$ cat src/logic/ldr_consts.svh
// Purpose: Offsets, fields, reset values and timing for the link-detect,
//          scratch, interrupt-routing and split line-size register group
// Assumes: 100 MHz core clock, byte-wide host register port
// Notes:   Functional notes follow
//
// Functional notes
// Link-detect drops when timeout passes with no valid reverse reception.
// Three-bit timeout field at bits 2-0 picks eight periods; resets 000.
// Two scratch bytes store writes, read back, reset A5h and 5Ah.
// Routing field 0000 disables remote interrupt; 001x and 01xx reserved.
// Code 0001: port 0 on remote pin, port 1 on local pin.
// Independent links, other codes: remote interrupt combines both ports.
// Codes 1000-1011 drive general pins 0-3; 1100-1111 secondary pins.
// Thirteen-bit split line size: low byte, then bits 12:8.
// Line size resets to 1280: low byte 0, upper bits 5.
// Same line size serves as 2D line length in dual-input mode.
// Software keeps line size at or below 4096 pixels.
// Software selects the transmit port before port-specific accesses.
// Timer restarts on each valid reception; reserved bits read zero.
`ifndef LDR_CONSTS_SVH
`define LDR_CONSTS_SVH

// ------------------------------------------------------------
// Register offsets
// ------------------------------------------------------------
`define LDR_OFS_LINK_DET 8'h26
`define LDR_OFS_SCRATCH_A 8'h2e
`define LDR_OFS_SCRATCH_B 8'h2f
`define LDR_OFS_IRQ_ROUTE 8'h30
`define LDR_OFS_LINE_LOW 8'h32
`define LDR_OFS_LINE_HIGH 8'h33

// ------------------------------------------------------------
// Field masks and reset values
// ------------------------------------------------------------
`define LDR_MASK_LINK_DET 8'h07
`define LDR_MASK_IRQ_ROUTE 8'h0f
`define LDR_MASK_LINE_HIGH 8'h1f
`define LDR_RST_LINK_DET 3'h0
`define LDR_RST_SCRATCH_A 8'ha5
`define LDR_RST_SCRATCH_B 8'h5a
`define LDR_RST_IRQ_ROUTE 4'h0
`define LDR_RST_LINE_LOW 8'h00
`define LDR_RST_LINE_HIGH 5'h05

// ------------------------------------------------------------
// Timeout periods as printed, and the clock period
// ------------------------------------------------------------
`define LDR_CLK_PERIOD_NS 10.0
`define LDR_TMO0_MS 162.0
`define LDR_TMO1_MS 325.0
`define LDR_TMO2_MS 650.0
`define LDR_TMO3_MS 1.3
`define LDR_TMO4_US 10.25
`define LDR_TMO5_US 20.5
`define LDR_TMO6_US 41.0
`define LDR_TMO7_US 82.0
`define LDR_MS_CYC(t) int'((t) * 1.0e6 / `LDR_CLK_PERIOD_NS)
`define LDR_US_CYC(t) int'((t) * 1.0e3 / `LDR_CLK_PERIOD_NS)

`endif

$ cat src/logic/ldr_pkg.sv
// Purpose: Types for the link-detect and interrupt-routing register group
// Assumes: Constants come from ldr_consts.svh
// Notes:   Route codes mirror the four-bit routing field
package ldr_pkg;
  typedef logic [7:0] ldr_byte_t;
  typedef logic [26:0] ldr_count_t;
  typedef enum logic [3:0] {
    LDR_ROUTE_OFF = 4'h0,
    LDR_ROUTE_SPLIT = 4'h1,
    LDR_ROUTE_GP0 = 4'h8,
    LDR_ROUTE_GP3 = 4'hb,
    LDR_ROUTE_SGP0 = 4'hc,
    LDR_ROUTE_SGP3 = 4'hf
  } ldr_route_e;
endpackage : ldr_pkg

$ cat src/logic/ldr_regs.sv
// Purpose: Link-detect timer, scratch bytes, remote interrupt routing
//          and split line size, behind the host register port
// Assumes: All inputs come from logic on clk; no synchronisers needed
// Notes:   Read data appears one cycle after the read strobe
`include "ldr_consts.svh"

module ldr_regs #(
  parameter int unsigned TMO0_CYC = `LDR_MS_CYC(`LDR_TMO0_MS),
  parameter int unsigned TMO1_CYC = `LDR_MS_CYC(`LDR_TMO1_MS),
  parameter int unsigned TMO2_CYC = `LDR_MS_CYC(`LDR_TMO2_MS),
  parameter int unsigned TMO3_CYC = `LDR_MS_CYC(`LDR_TMO3_MS),
  parameter int unsigned TMO6_CYC = `LDR_US_CYC(`LDR_TMO6_US),
  parameter int unsigned TMO7_CYC = `LDR_US_CYC(`LDR_TMO7_US)
) (
  // Clock and reset
  input wire logic clk,
  input wire logic reset_n,
  // Host register port
  input wire logic regWrEn,
  input wire logic regRdEn,
  input wire ldr_pkg::ldr_byte_t regAddr,
  input wire ldr_pkg::ldr_byte_t regWrData,
  output ldr_pkg::ldr_byte_t regRdData,
  // Reverse control channel
  input wire logic rxValid,
  output logic linkDetect,
  // Interrupt sources
  input wire logic remIrqPort0,
  input wire logic remIrqPort1,
  input wire logic localIrqSrc,
  input wire logic dualLinkMode,
  // Interrupt pins
  output logic remoteIrqOutN,
  output logic localIrqOutN,
  output logic [3:0] gpIrqOut,
  output logic [3:0] secondaryGpIrqOut,
  // Splitter
  output logic [12:0] splitLineSize
);
  import ldr_pkg::*;

  // ------------------------------------------------------------
  // Timeout lengths
  // ------------------------------------------------------------
  localparam int unsigned TMO4_CYC = `LDR_US_CYC(`LDR_TMO4_US);
  localparam int unsigned TMO5_CYC = `LDR_US_CYC(`LDR_TMO5_US);

  function automatic ldr_count_t tmoCycles(input logic [2:0] sel);
    ldr_count_t c;
    c = ldr_count_t'(TMO0_CYC);
    case (sel)
      3'h0: c = ldr_count_t'(TMO0_CYC);
      3'h1: c = ldr_count_t'(TMO1_CYC);
      3'h2: c = ldr_count_t'(TMO2_CYC);
      3'h3: c = ldr_count_t'(TMO3_CYC);
      3'h4: c = ldr_count_t'(TMO4_CYC);
      3'h5: c = ldr_count_t'(TMO5_CYC);
      3'h6: c = ldr_count_t'(TMO6_CYC);
      default: c = ldr_count_t'(TMO7_CYC);
    endcase
    return c;
  endfunction : tmoCycles

  // ------------------------------------------------------------
  // Register state
  // ------------------------------------------------------------
  logic [2:0] tmoSel_q;
  ldr_byte_t scratchA_q;
  ldr_byte_t scratchB_q;
  logic [3:0] routeSel_q;
  ldr_byte_t lineLow_q;
  logic [4:0] lineHigh_q;
  ldr_byte_t rdData_q;

  // ------------------------------------------------------------
  // Address decode
  // ------------------------------------------------------------
  wire logic hitLinkDet = regAddr == `LDR_OFS_LINK_DET;
  wire logic hitScrA = regAddr == `LDR_OFS_SCRATCH_A;
  wire logic hitScrB = regAddr == `LDR_OFS_SCRATCH_B;
  wire logic hitRoute = regAddr == `LDR_OFS_IRQ_ROUTE;
  wire logic hitLineLow = regAddr == `LDR_OFS_LINE_LOW;
  wire logic hitLineHigh = regAddr == `LDR_OFS_LINE_HIGH;

  wire ldr_byte_t wrLinkDet = regWrData & `LDR_MASK_LINK_DET;
  wire ldr_byte_t wrRoute = regWrData & `LDR_MASK_IRQ_ROUTE;
  wire ldr_byte_t wrLineHigh = regWrData & `LDR_MASK_LINE_HIGH;

  // ------------------------------------------------------------
  // Register writes
  // ------------------------------------------------------------
  // Reserved bits are masked off before storing
  always_ff @(posedge clk or negedge reset_n) begin
    if (!reset_n) begin
      tmoSel_q <= `LDR_RST_LINK_DET;
      scratchA_q <= `LDR_RST_SCRATCH_A;
      scratchB_q <= `LDR_RST_SCRATCH_B;
      routeSel_q <= `LDR_RST_IRQ_ROUTE;
      lineLow_q <= `LDR_RST_LINE_LOW;
      lineHigh_q <= `LDR_RST_LINE_HIGH;
    end else if (regWrEn) begin
      if (hitLinkDet) begin
        tmoSel_q <= wrLinkDet[2:0];
      end
      if (hitScrA) begin
        scratchA_q <= regWrData;
      end
      if (hitScrB) begin
        scratchB_q <= regWrData;
      end
      if (hitRoute) begin
        routeSel_q <= wrRoute[3:0];
      end
      if (hitLineLow) begin
        lineLow_q <= regWrData;
      end
      if (hitLineHigh) begin
        lineHigh_q <= wrLineHigh[4:0];
      end
    end
  end

  // ------------------------------------------------------------
  // Register reads
  // ------------------------------------------------------------
  // Unmapped offsets read zero
  wire ldr_byte_t rdMux =
    hitLinkDet ? {5'h00, tmoSel_q} :
    hitScrA ? scratchA_q :
    hitScrB ? scratchB_q :
    hitRoute ? {4'h0, routeSel_q} :
    hitLineLow ? lineLow_q :
    hitLineHigh ? {3'h0, lineHigh_q} : 8'h00;

  always_ff @(posedge clk or negedge reset_n) begin
    if (!reset_n) begin
      rdData_q <= 8'h00;
    end else if (regRdEn) begin
      rdData_q <= rdMux;
    end
  end

  assign regRdData = rdData_q;

  // ------------------------------------------------------------
  // Link-detect timer
  // ------------------------------------------------------------
  // Compare with >= so shortening the period mid-count cannot overrun
  ldr_count_t timerCnt_q;
  logic linked_q;
  wire ldr_count_t tmoLimit = tmoCycles(tmoSel_q);
  wire logic timerExpire = linked_q && !rxValid &&
    (timerCnt_q >= tmoLimit - 27'h1);

  always_ff @(posedge clk or negedge reset_n) begin
    if (!reset_n) begin
      timerCnt_q <= '0;
      linked_q <= 1'b0;
    end else if (rxValid) begin
      timerCnt_q <= '0;
      linked_q <= 1'b1;
    end else if (timerExpire) begin
      timerCnt_q <= '0;
      linked_q <= 1'b0;
    end else if (linked_q) begin
      timerCnt_q <= timerCnt_q + 27'h1;
    end
  end

  assign linkDetect = linked_q;

  // ------------------------------------------------------------
  // Remote interrupt routing
  // ------------------------------------------------------------
  // In dual-link operation only port 0 carries a link
  wire logic combinedIrq = dualLinkMode ? remIrqPort0 :
    (remIrqPort0 | remIrqPort1);
  wire logic modeSplit = routeSel_q == LDR_ROUTE_SPLIT;
  wire logic modeGp = routeSel_q[3:2] == 2'b10;
  wire logic modeSgp = routeSel_q[3:2] == 2'b11;
  wire logic [3:0] pinOneHot = 4'h1 << routeSel_q[1:0];

  // Reserved codes behave as disabled
  wire logic remoteIrq = modeSplit & remIrqPort0;
  wire logic localIrq = localIrqSrc | (modeSplit & remIrqPort1);
  wire logic [3:0] gpIrq = (modeGp & combinedIrq) ? pinOneHot : 4'h0;
  wire logic [3:0] sgpIrq = (modeSgp & combinedIrq) ? pinOneHot : 4'h0;

  logic remoteIrqN_q;
  logic localIrqN_q;
  logic [3:0] gpIrq_q;
  logic [3:0] sgpIrq_q;

  always_ff @(posedge clk or negedge reset_n) begin
    if (!reset_n) begin
      remoteIrqN_q <= 1'b1;
      localIrqN_q <= 1'b1;
      gpIrq_q <= 4'h0;
      sgpIrq_q <= 4'h0;
    end else begin
      remoteIrqN_q <= !remoteIrq;
      localIrqN_q <= !localIrq;
      gpIrq_q <= gpIrq;
      sgpIrq_q <= sgpIrq;
    end
  end

  assign remoteIrqOutN = remoteIrqN_q;
  assign localIrqOutN = localIrqN_q;
  assign gpIrqOut = gpIrq_q;
  assign secondaryGpIrqOut = sgpIrq_q;

  // ------------------------------------------------------------
  // Split line size
  // ------------------------------------------------------------
  // Values above 4096 are not clamped; software must keep within it
  assign splitLineSize = {lineHigh_q, lineLow_q};

  // ------------------------------------------------------------
  // Checks
  // ------------------------------------------------------------
  chk_link_drop: assert property (
    @(posedge clk) disable iff (!reset_n)
    $fell(linkDetect) |-> $past(!rxValid) &&
      ($past(timerCnt_q) >= $past(tmoLimit) - 27'h1))
    else $error("link detect fell without timeout");

  chk_timer_restart: assert property (
    @(posedge clk) disable iff (!reset_n)
    rxValid |=> linkDetect && timerCnt_q == '0)
    else $error("timer not restarted on reception");

  chk_short_tmo: assert property (
    @(posedge clk) disable iff (!reset_n)
    (rxValid && tmoSel_q == 3'h4 && !regWrEn) ##1
      (!rxValid && !regWrEn) [*8] |-> linkDetect)
    else $error("short timeout expired too early");

  chk_scratch_store: assert property (
    @(posedge clk) disable iff (!reset_n)
    (regWrEn && hitScrB) |=> scratchB_q == $past(regWrData))
    else $error("scratch byte not stored");

  chk_route_off: assert property (
    @(posedge clk) disable iff (!reset_n)
    routeSel_q == LDR_ROUTE_OFF |=>
      remoteIrqOutN && gpIrqOut == 4'h0 && secondaryGpIrqOut == 4'h0)
    else $error("interrupt routed while disabled");

  chk_split_ports: assert property (
    @(posedge clk) disable iff (!reset_n)
    modeSplit |=> remoteIrqOutN == !$past(remIrqPort0) &&
      localIrqOutN == !($past(remIrqPort1) || $past(localIrqSrc)))
    else $error("split interrupt pins wrong");

  chk_combined_gp: assert property (
    @(posedge clk) disable iff (!reset_n)
    (routeSel_q == LDR_ROUTE_GP0 && !dualLinkMode && remIrqPort1) |=>
      gpIrqOut == 4'h1)
    else $error("port 1 missing from combined interrupt");

  chk_sgp_route: assert property (
    @(posedge clk) disable iff (!reset_n)
    (routeSel_q == LDR_ROUTE_SGP3 && remIrqPort0) |=>
      secondaryGpIrqOut == 4'h8 && gpIrqOut == 4'h0)
    else $error("secondary pin routing wrong");

  chk_line_write: assert property (
    @(posedge clk) disable iff (!reset_n)
    (regWrEn && hitLineHigh) |=>
      splitLineSize[12:8] == $past(regWrData[4:0]))
    else $error("line size upper bits not stored");

  chk_line_reset: assert property (
    @(posedge clk)
    $rose(reset_n) |-> splitLineSize == 13'h0500)
    else $error("line size reset value wrong");

  chk_reserved_zero: assert property (
    @(posedge clk) disable iff (!reset_n)
    (regRdEn && (hitLinkDet || hitRoute)) |=> regRdData[7:4] == 4'h0)
    else $error("reserved bits read nonzero");

  chk_scratch_a_store: assert property (
    @(posedge clk) disable iff (!reset_n)
    (regWrEn && hitScrA) |=> scratchA_q == $past(regWrData))
    else $error("scratch byte a not stored");

  chk_route_reserved: assert property (
    @(posedge clk) disable iff (!reset_n)
    (routeSel_q[3:2] == 2'b01 || routeSel_q[3:1] == 3'b001) |=>
      remoteIrqOutN && gpIrqOut == 4'h0 && secondaryGpIrqOut == 4'h0)
    else $error("reserved route code drove a pin");

  chk_line_low: assert property (
    @(posedge clk) disable iff (!reset_n)
    (regWrEn && hitLineLow) |=>
      splitLineSize[7:0] == $past(regWrData))
    else $error("line size low byte not stored");

  chk_link_rise: assert property (
    @(posedge clk) disable iff (!reset_n)
    $rose(linkDetect) |-> $past(rxValid))
    else $error("link detect rose without reception");

endmodule : ldr_regs

$ cat config.mk
export PLATFORM = sky130hd
export DESIGN_NAME = ldr_regs
export DESIGN_NICKNAME = d
export VERILOG_FILES = /design/src/logic/ldr_pkg.sv /design/src/logic/ldr_regs.sv
export VERILOG_INCLUDE_DIRS = /design/src /design/src/logic
export SDC_FILE = /design/constraint.sdc
export NUM_CORES = 1
export LEC_CHECK = 0
export ABC_AREA = 1
export ABC_CLOCK_PERIOD_IN_PS = 3400
export BUFFER_PORTS_ARGS = -buffer_cell sky130_fd_sc_hd__buf_2
export CORE_MARGIN = 5
export CORE_UTILIZATION = 58
export DETAILED_ROUTE_END_ITERATION = 16
export PLACE_DENSITY_LB_ADDON = 0.08
export RECOVER_POWER = 50
export REMOVE_ABC_BUFFERS = 1
export SLEW_MARGIN = 10
export SYNTH_ARGS = -nofsm -noshare
export SYNTH_HDL_FRONTEND = slang
export SYNTH_SLANG_ARGS = --single-unit
$ cat constraint.sdc
create_clock -name clk -period 3.4 [get_ports clk]
set_input_delay 0.68 -clock clk [delete_from_list [all_inputs] [get_ports clk]]
set_output_delay 0.68 -clock clk [all_outputs]
set_load 0.005 [all_outputs]
== Yosys cells after proc, flatten, opt, wreduce, memory -nomap -nowiden ==
Cells that the tools add are included.

* Word-level logic and storage cells: 67
* Flip-flop bits (word level): 82
* Input port bits: 25
* Output and inout bits: 32

* Equality and inequality tests: 15
* Shifts and indexed selects: 1
* Bitwise operators: 6
* Magnitude comparators: 1
* Add/sub/neg operators: 2
* Reductions and logical operators: 14
* Mux-type cells: 15

{| class="wikitable"
|+ Operator list
! operator !! count
|-
| 26-bit one-hot mux with 7 select lines || 1
|-
| 27-bit two-way mux || 3
|-
| 8-bit by 6-bit equality test with 1-bit output, second input constant || 6
|-
| 8-bit two-way mux || 5
|-
| 27-bit by 1-bit adder with 27-bit output, second input constant || 1
|-
| 27-bit greater-or-equal comparator || 1
|-
| 27-bit by 1-bit subtractor with 27-bit output, second input constant || 1
|-
| 2-bit AND reduction || 6
|-
| 3-bit equality test, second input constant || 3
|-
| 4-bit two-way mux || 2
|-
| 3-bit by 2-bit equality test with 1-bit output, second input constant || 2
|-
| 5-bit two-way mux || 1
|-
| 1-bit AND || 4
|-
| 2-bit equality test, second input constant || 2
|-
| 4-bit by 1-bit equality test with 1-bit output, second input constant || 1
|-
| 1-bit by 2-bit << shifter with 4-bit output, first input constant || 1
|-
| 3-bit by 1-bit equality test with 1-bit output, second input constant || 1
|-
| 1-bit logical NOT || 3
|-
| 3-bit logical NOT || 1
|-
| 1-bit two-way mux || 3
|-
| 3-bit nonzero test || 1
|-
| 1-bit logical AND || 2
|-
| 1-bit bitwise OR || 2
|-
| 2-bit nonzero test || 1
|}

== Depth between registers and ports, before layout ==
* Depth in word-level cells: 7
* Gate-level depth with buffers: 19
* Mapped depth without buffers: 17

== Least setup slack after synthesis ==
No wires, ideal clock.

* Path kind: flip-flop to flip-flop
* Start: reg tmoSel_q[2]
* End: reg timerCnt_q[0]
* Setup time: 126 ps
* Required time: 3274 ps
* Cell stages (with the launch flop): 19
* Buffers on the path: 2
* Period minus slack after synthesis: 2429 ps
* Arrival time: 2302 ps
* Slack: 971 ps
* Cells stage by stage: dfrtp_1 clkbuf_1 nand3_1 ha_1 nand2_1 xor2_1 ha_1 nand2_1 inv_1 nand2_1 nor2_1 nand2_1 nand3_1 nand2_1 nand2_1 nand2_1 nand3_2 buf_2 a21oi_1

* Cells in the longest elaborated chain, start to end: 7
* Elaborated cells on any way between the ends: 14

{| class="wikitable"
|+ Ends and longest elaborated chain
! item !! line !! text
|-
| start: declaration || ldr_regs.sv:67 || <nowiki>logic [2:0] tmoSel_q;</nowiki>
|-
| start signal: assignment || ldr_regs.sv:95 || <nowiki>tmoSel_q <= `LDR_RST_LINK_DET;</nowiki>
|-
| start signal: assignment || ldr_regs.sv:103 || <nowiki>tmoSel_q <= wrLinkDet[2:0];</nowiki>
|-
| 3-bit equality test, or another cell as far along || ldr_regs.sv:51 || <nowiki>case (sel)</nowiki>
|-
| 26-bit one-hot mux with 7 select lines * || ldr_regs.sv:51 ||
|-
| 27-bit by 1-bit subtractor with 27-bit output * || ldr_regs.sv:153 || <nowiki>(timerCnt_q >= tmoLimit - 27'h1);</nowiki>
|-
| 27-bit greater-or-equal comparator * || ldr_regs.sv:153 ||
|-
| 1-bit logical AND * || ldr_regs.sv:152 || <nowiki>wire logic timerExpire = linked_q && !rxValid &&</nowiki>
|-
| 27-bit two-way mux || ldr_regs.sv:162 || <nowiki>end else if (timerExpire) begin</nowiki>
|-
| 27-bit two-way mux || ldr_regs.sv:159 || <nowiki>end else if (rxValid) begin</nowiki>
|-
| end signal: assignment || ldr_regs.sv:166 || <nowiki>timerCnt_q <= timerCnt_q + 27'h1;</nowiki>
|-
| end: declaration || ldr_regs.sv:149 || <nowiki>ldr_count_t timerCnt_q;</nowiki>
|}

Every way passes the cells marked *; elsewhere a longest branch is shown, timed or not.
A chain may end at the register's enable or synchronous reset.

== Worst setup path after layout ==
* Start: reg tmoSel_q[1]
* End: reg timerCnt_q[0]

Same word-level chain as after synthesis.

==> metrics.txt <==
GP Congestion=about 0.94; pin count of the biggest net entering global routing=83; drt wl/cell=14.9 um; DRT Pass-1 Iters=5; Overall Power=slightly above 2000 uW; crit path kind=flip-flop to flip-flop; Slew headroom=-0.319; worst hold margin=approximately 0.48 ns; vias in the first global route=4,222; GRT Resource Usage Total=0.249; total CTS buffers=9; most common cell after layout, fill and taps aside=nand2_1; CP peak stage delay=between 0.4 and 0.5 ns; Nets=around 750; Reg area=2070 sq um; # IOs=57; CORE AREA=8220 sq um; Mean Syn Cell Area=between 7 and 8 sq um; Critical Path Slowest Stage Cell=dfrtp_1; Worst Setup End Kind=flip-flop; antenna violations before repair=0; die footprint=~10,000 sq um; clock sinks=between 80 and 90; Yosys cell types=37; PortBufs=56; top cells by area, synth=dfrtp_1 (36%), nand2_1 (15%), ha_1 (7.4%); worst min path class=flip-flop to flip-flop; register area share after synthesis=0.421; sequential power share=0.526; Final period util=0.862; Synth area leader=dfrtp_1; routed wire length=11,900 um; Post-Synth Simple-Gate Area=0.292; CP top delay family=compound AO/OA/AOI/OAI gates; cell area after synthesis=4910 sq um; crit path time final=roughly 2.9 ns; arrival time at the worst endpoint=3.16 ns; Filler cells=roughly 730; Die Ht=102 um; Mapped Cells=635; Layout Area Growth over Synthesis=11.4%; post-route setup TNS=0 ns; Leak=0.00266 uW; critical path peak fanout=26; antenna cells=0; Finish-stage setup viols=0; max-slew violations=83; post-synthesis mux area share=0; Clk Latency, worst-skew pair=0.37 ns; number of synthesized register bits=82; Initial Utilization=0.597; GRT overflow=0; Sw Pwr=just under 600 uW; layout cells sized above 1=0.149; yosys warns=0; largest family of logic cells by synthesized area=simple AND/OR/NAND/NOR gates; floorplan row count=33; post-place setup slack=0.569 ns; htree depth=3; Buf/Inv on CP=4; antenna-violating nets left=0; hold_buf cts=0; RSZ-0062 raised after global routing=no; crit path cell chain=inv_1 -> nand2_1 -> o21ai_0 -> inv_1 -> ha_1 -> inv_1 -> nor2_1 -> nand2_1 -> a21oi_1 -> nor2_1 -> nand2_1 -> nor2_1 -> nand3_2 -> buf_4 -> a21oi_1; Final HPWL DP=9040 um; DRC=0; Internal=1440 uW; Hold Vio Cnt, Final=0; final core utilization=0.666; Critical Path RT=3.63 ns; share of the synthesized area in the top cell type=0.357; Worst IR Drop VDD=0.250 mV; Synth Area in Compound Gates=0.103; Die X=around 100 um; via count=4,361; clk_skew=0.0161 ns; First DRT Iteration DRCs=233; Max Cap Viol=1; failing checks=max-capacitance violations, max-slew violations; Sw Share=0.287; multi-input logic area=2510 sq um; status=complete, but fails checks; PD cells=369 nW/um^2; Comb power frac=0.107; fmax=341 MHz; CTS tree=done; clk buf depth=2; clk slew on worst S/H paths=around 0.090 ns; via/cell ratio=between 5 and 6; xor/xnor share of the synthesized area=0.0410; post-route worst setup slack=0.470 ns; Least-Margin Pin Slew=1.98 ns; most frequent cells in the layout=nand2_1 (191), dfrtp_1 (70), inv_1 (69); first-pass GRT wire length=roughly 20,000 um; startpoint type of the worst setup path=flip-flop; CTS resizes=0; Clock Tree Root=clkbuf_8; Post-CTS Setup Inserts=0; clock network fraction of design power=0.367; post-synthesis adder-cell area fraction=0.0739
cells in the mapped netlist:
cell	count
buf_2	4
clkbuf_1	5
nor3_1	21
and3_1	2
o21ai_0	47
nand2_1	191
nor3b_2	1
nand2_2	1
nand3_2	3
nor2_1	44
xnor2_1	7
nand3b_1	1
ha_1	29
dfrtp_1	70
o21ai_1	22
nand2_4	2
xor2_1	16
nand4_2	1
buf_6	2
o211ai_1	1
a21o_1	1
nand4_1	10
nor4_2	2
nor3_2	4
o21a_1	2
nor2_4	2
nand3_4	1
nand3_1	32
o2111ai_1	1
a21oi_1	18
dfstp_2	12
inv_1	69
nor4_1	2
inv_2	4
conb_1	1
o21bai_1	3
a41o_1	1
layout make-up:
type,instances,area share
multi-input combinational,469,0.458
inverter,73,0.0501
sequential,82,0.378
tap,105,0.0240
clock buffer,9,0.0226
clock inverter,7,0.0140
timing repair buffer,58,0.0533
flip-flops by register name, indices dropped and copies added (netlist names):
signal,cells
scratchB_q,8
gpIrqOut,4
lineHigh_q,5
remoteIrqOutN,1
localIrqOutN,1
lineLow_q,8
linkDetect,1
secondaryGpIrqOut,4
regRdData,8
tmoSel_q,3
scratchA_q,8
timerCnt_q,27
routeSel_q,4
layer usage:
metal | global-route usage | up-vias | share of wire
met5 | 0 | - | 0
met4 | 0.127 | 0 | 0.043
met3 | 0.0341 | 38 | 0.040
met2 | 0.421 | 111 | 0.50
met1 | 0.310 | 2025 | 0.42
li1 | - | 2187 | -
worst paths after layout:
check	to	depth (start not counted)	start	slack, ns
min in group asynchronous	timerCnt_q[2]$_DFFE_PN0P_	1	reset_n	0.83
max in group asynchronous	timerCnt_q[10]$_DFFE_PN0P_	1	reset_n	1.36
setup / recovery	timerCnt_q[0]$_DFFE_PN0P_	15	tmoSel_q[1]$_DFFE_PN0P_	0.47
hold reg to reg	regRdData[4]$_DFFE_PN0P_	2	regRdData[4]$_DFFE_PN0P_	0.48
hold / removal	regRdData[4]$_DFFE_PN0P_	2	regRdData[4]$_DFFE_PN0P_	0.48
setup reg to reg	timerCnt_q[0]$_DFFE_PN0P_	15	tmoSel_q[1]$_DFFE_PN0P_	0.47
power groups by stage:
stage	Sequential (uW)	Clock, uW	Combinational, uW
finish	1060	740	216
global route	1060	795	250
CTS	1060	753	221
global placement	1080	0	212
floorplan	1070	0	124
detailed placement	1080	0	220
worst min-delay path: stages (launching register included):
cell	delay [ns]
dfrtp_1	0.35
nand2_1	0.05
nand2_1	0.05
through the flow:
step                      cells  area, sq um
after floorplan             624         4850
after global placement      787         5280
after detailed placement    787         5280
after CTS                   803         5480
after global routing        803         5470
final                       803         5470
kinds of logic after synthesis:
kind of cell / count (synthesis)
compound gates: 96
xor+xnor: 23
fa+ha+maj: 29
buf+inv: 84
flops: 82
other cells: 1
simple gates: 320
(Power assumes the default switching activity.)
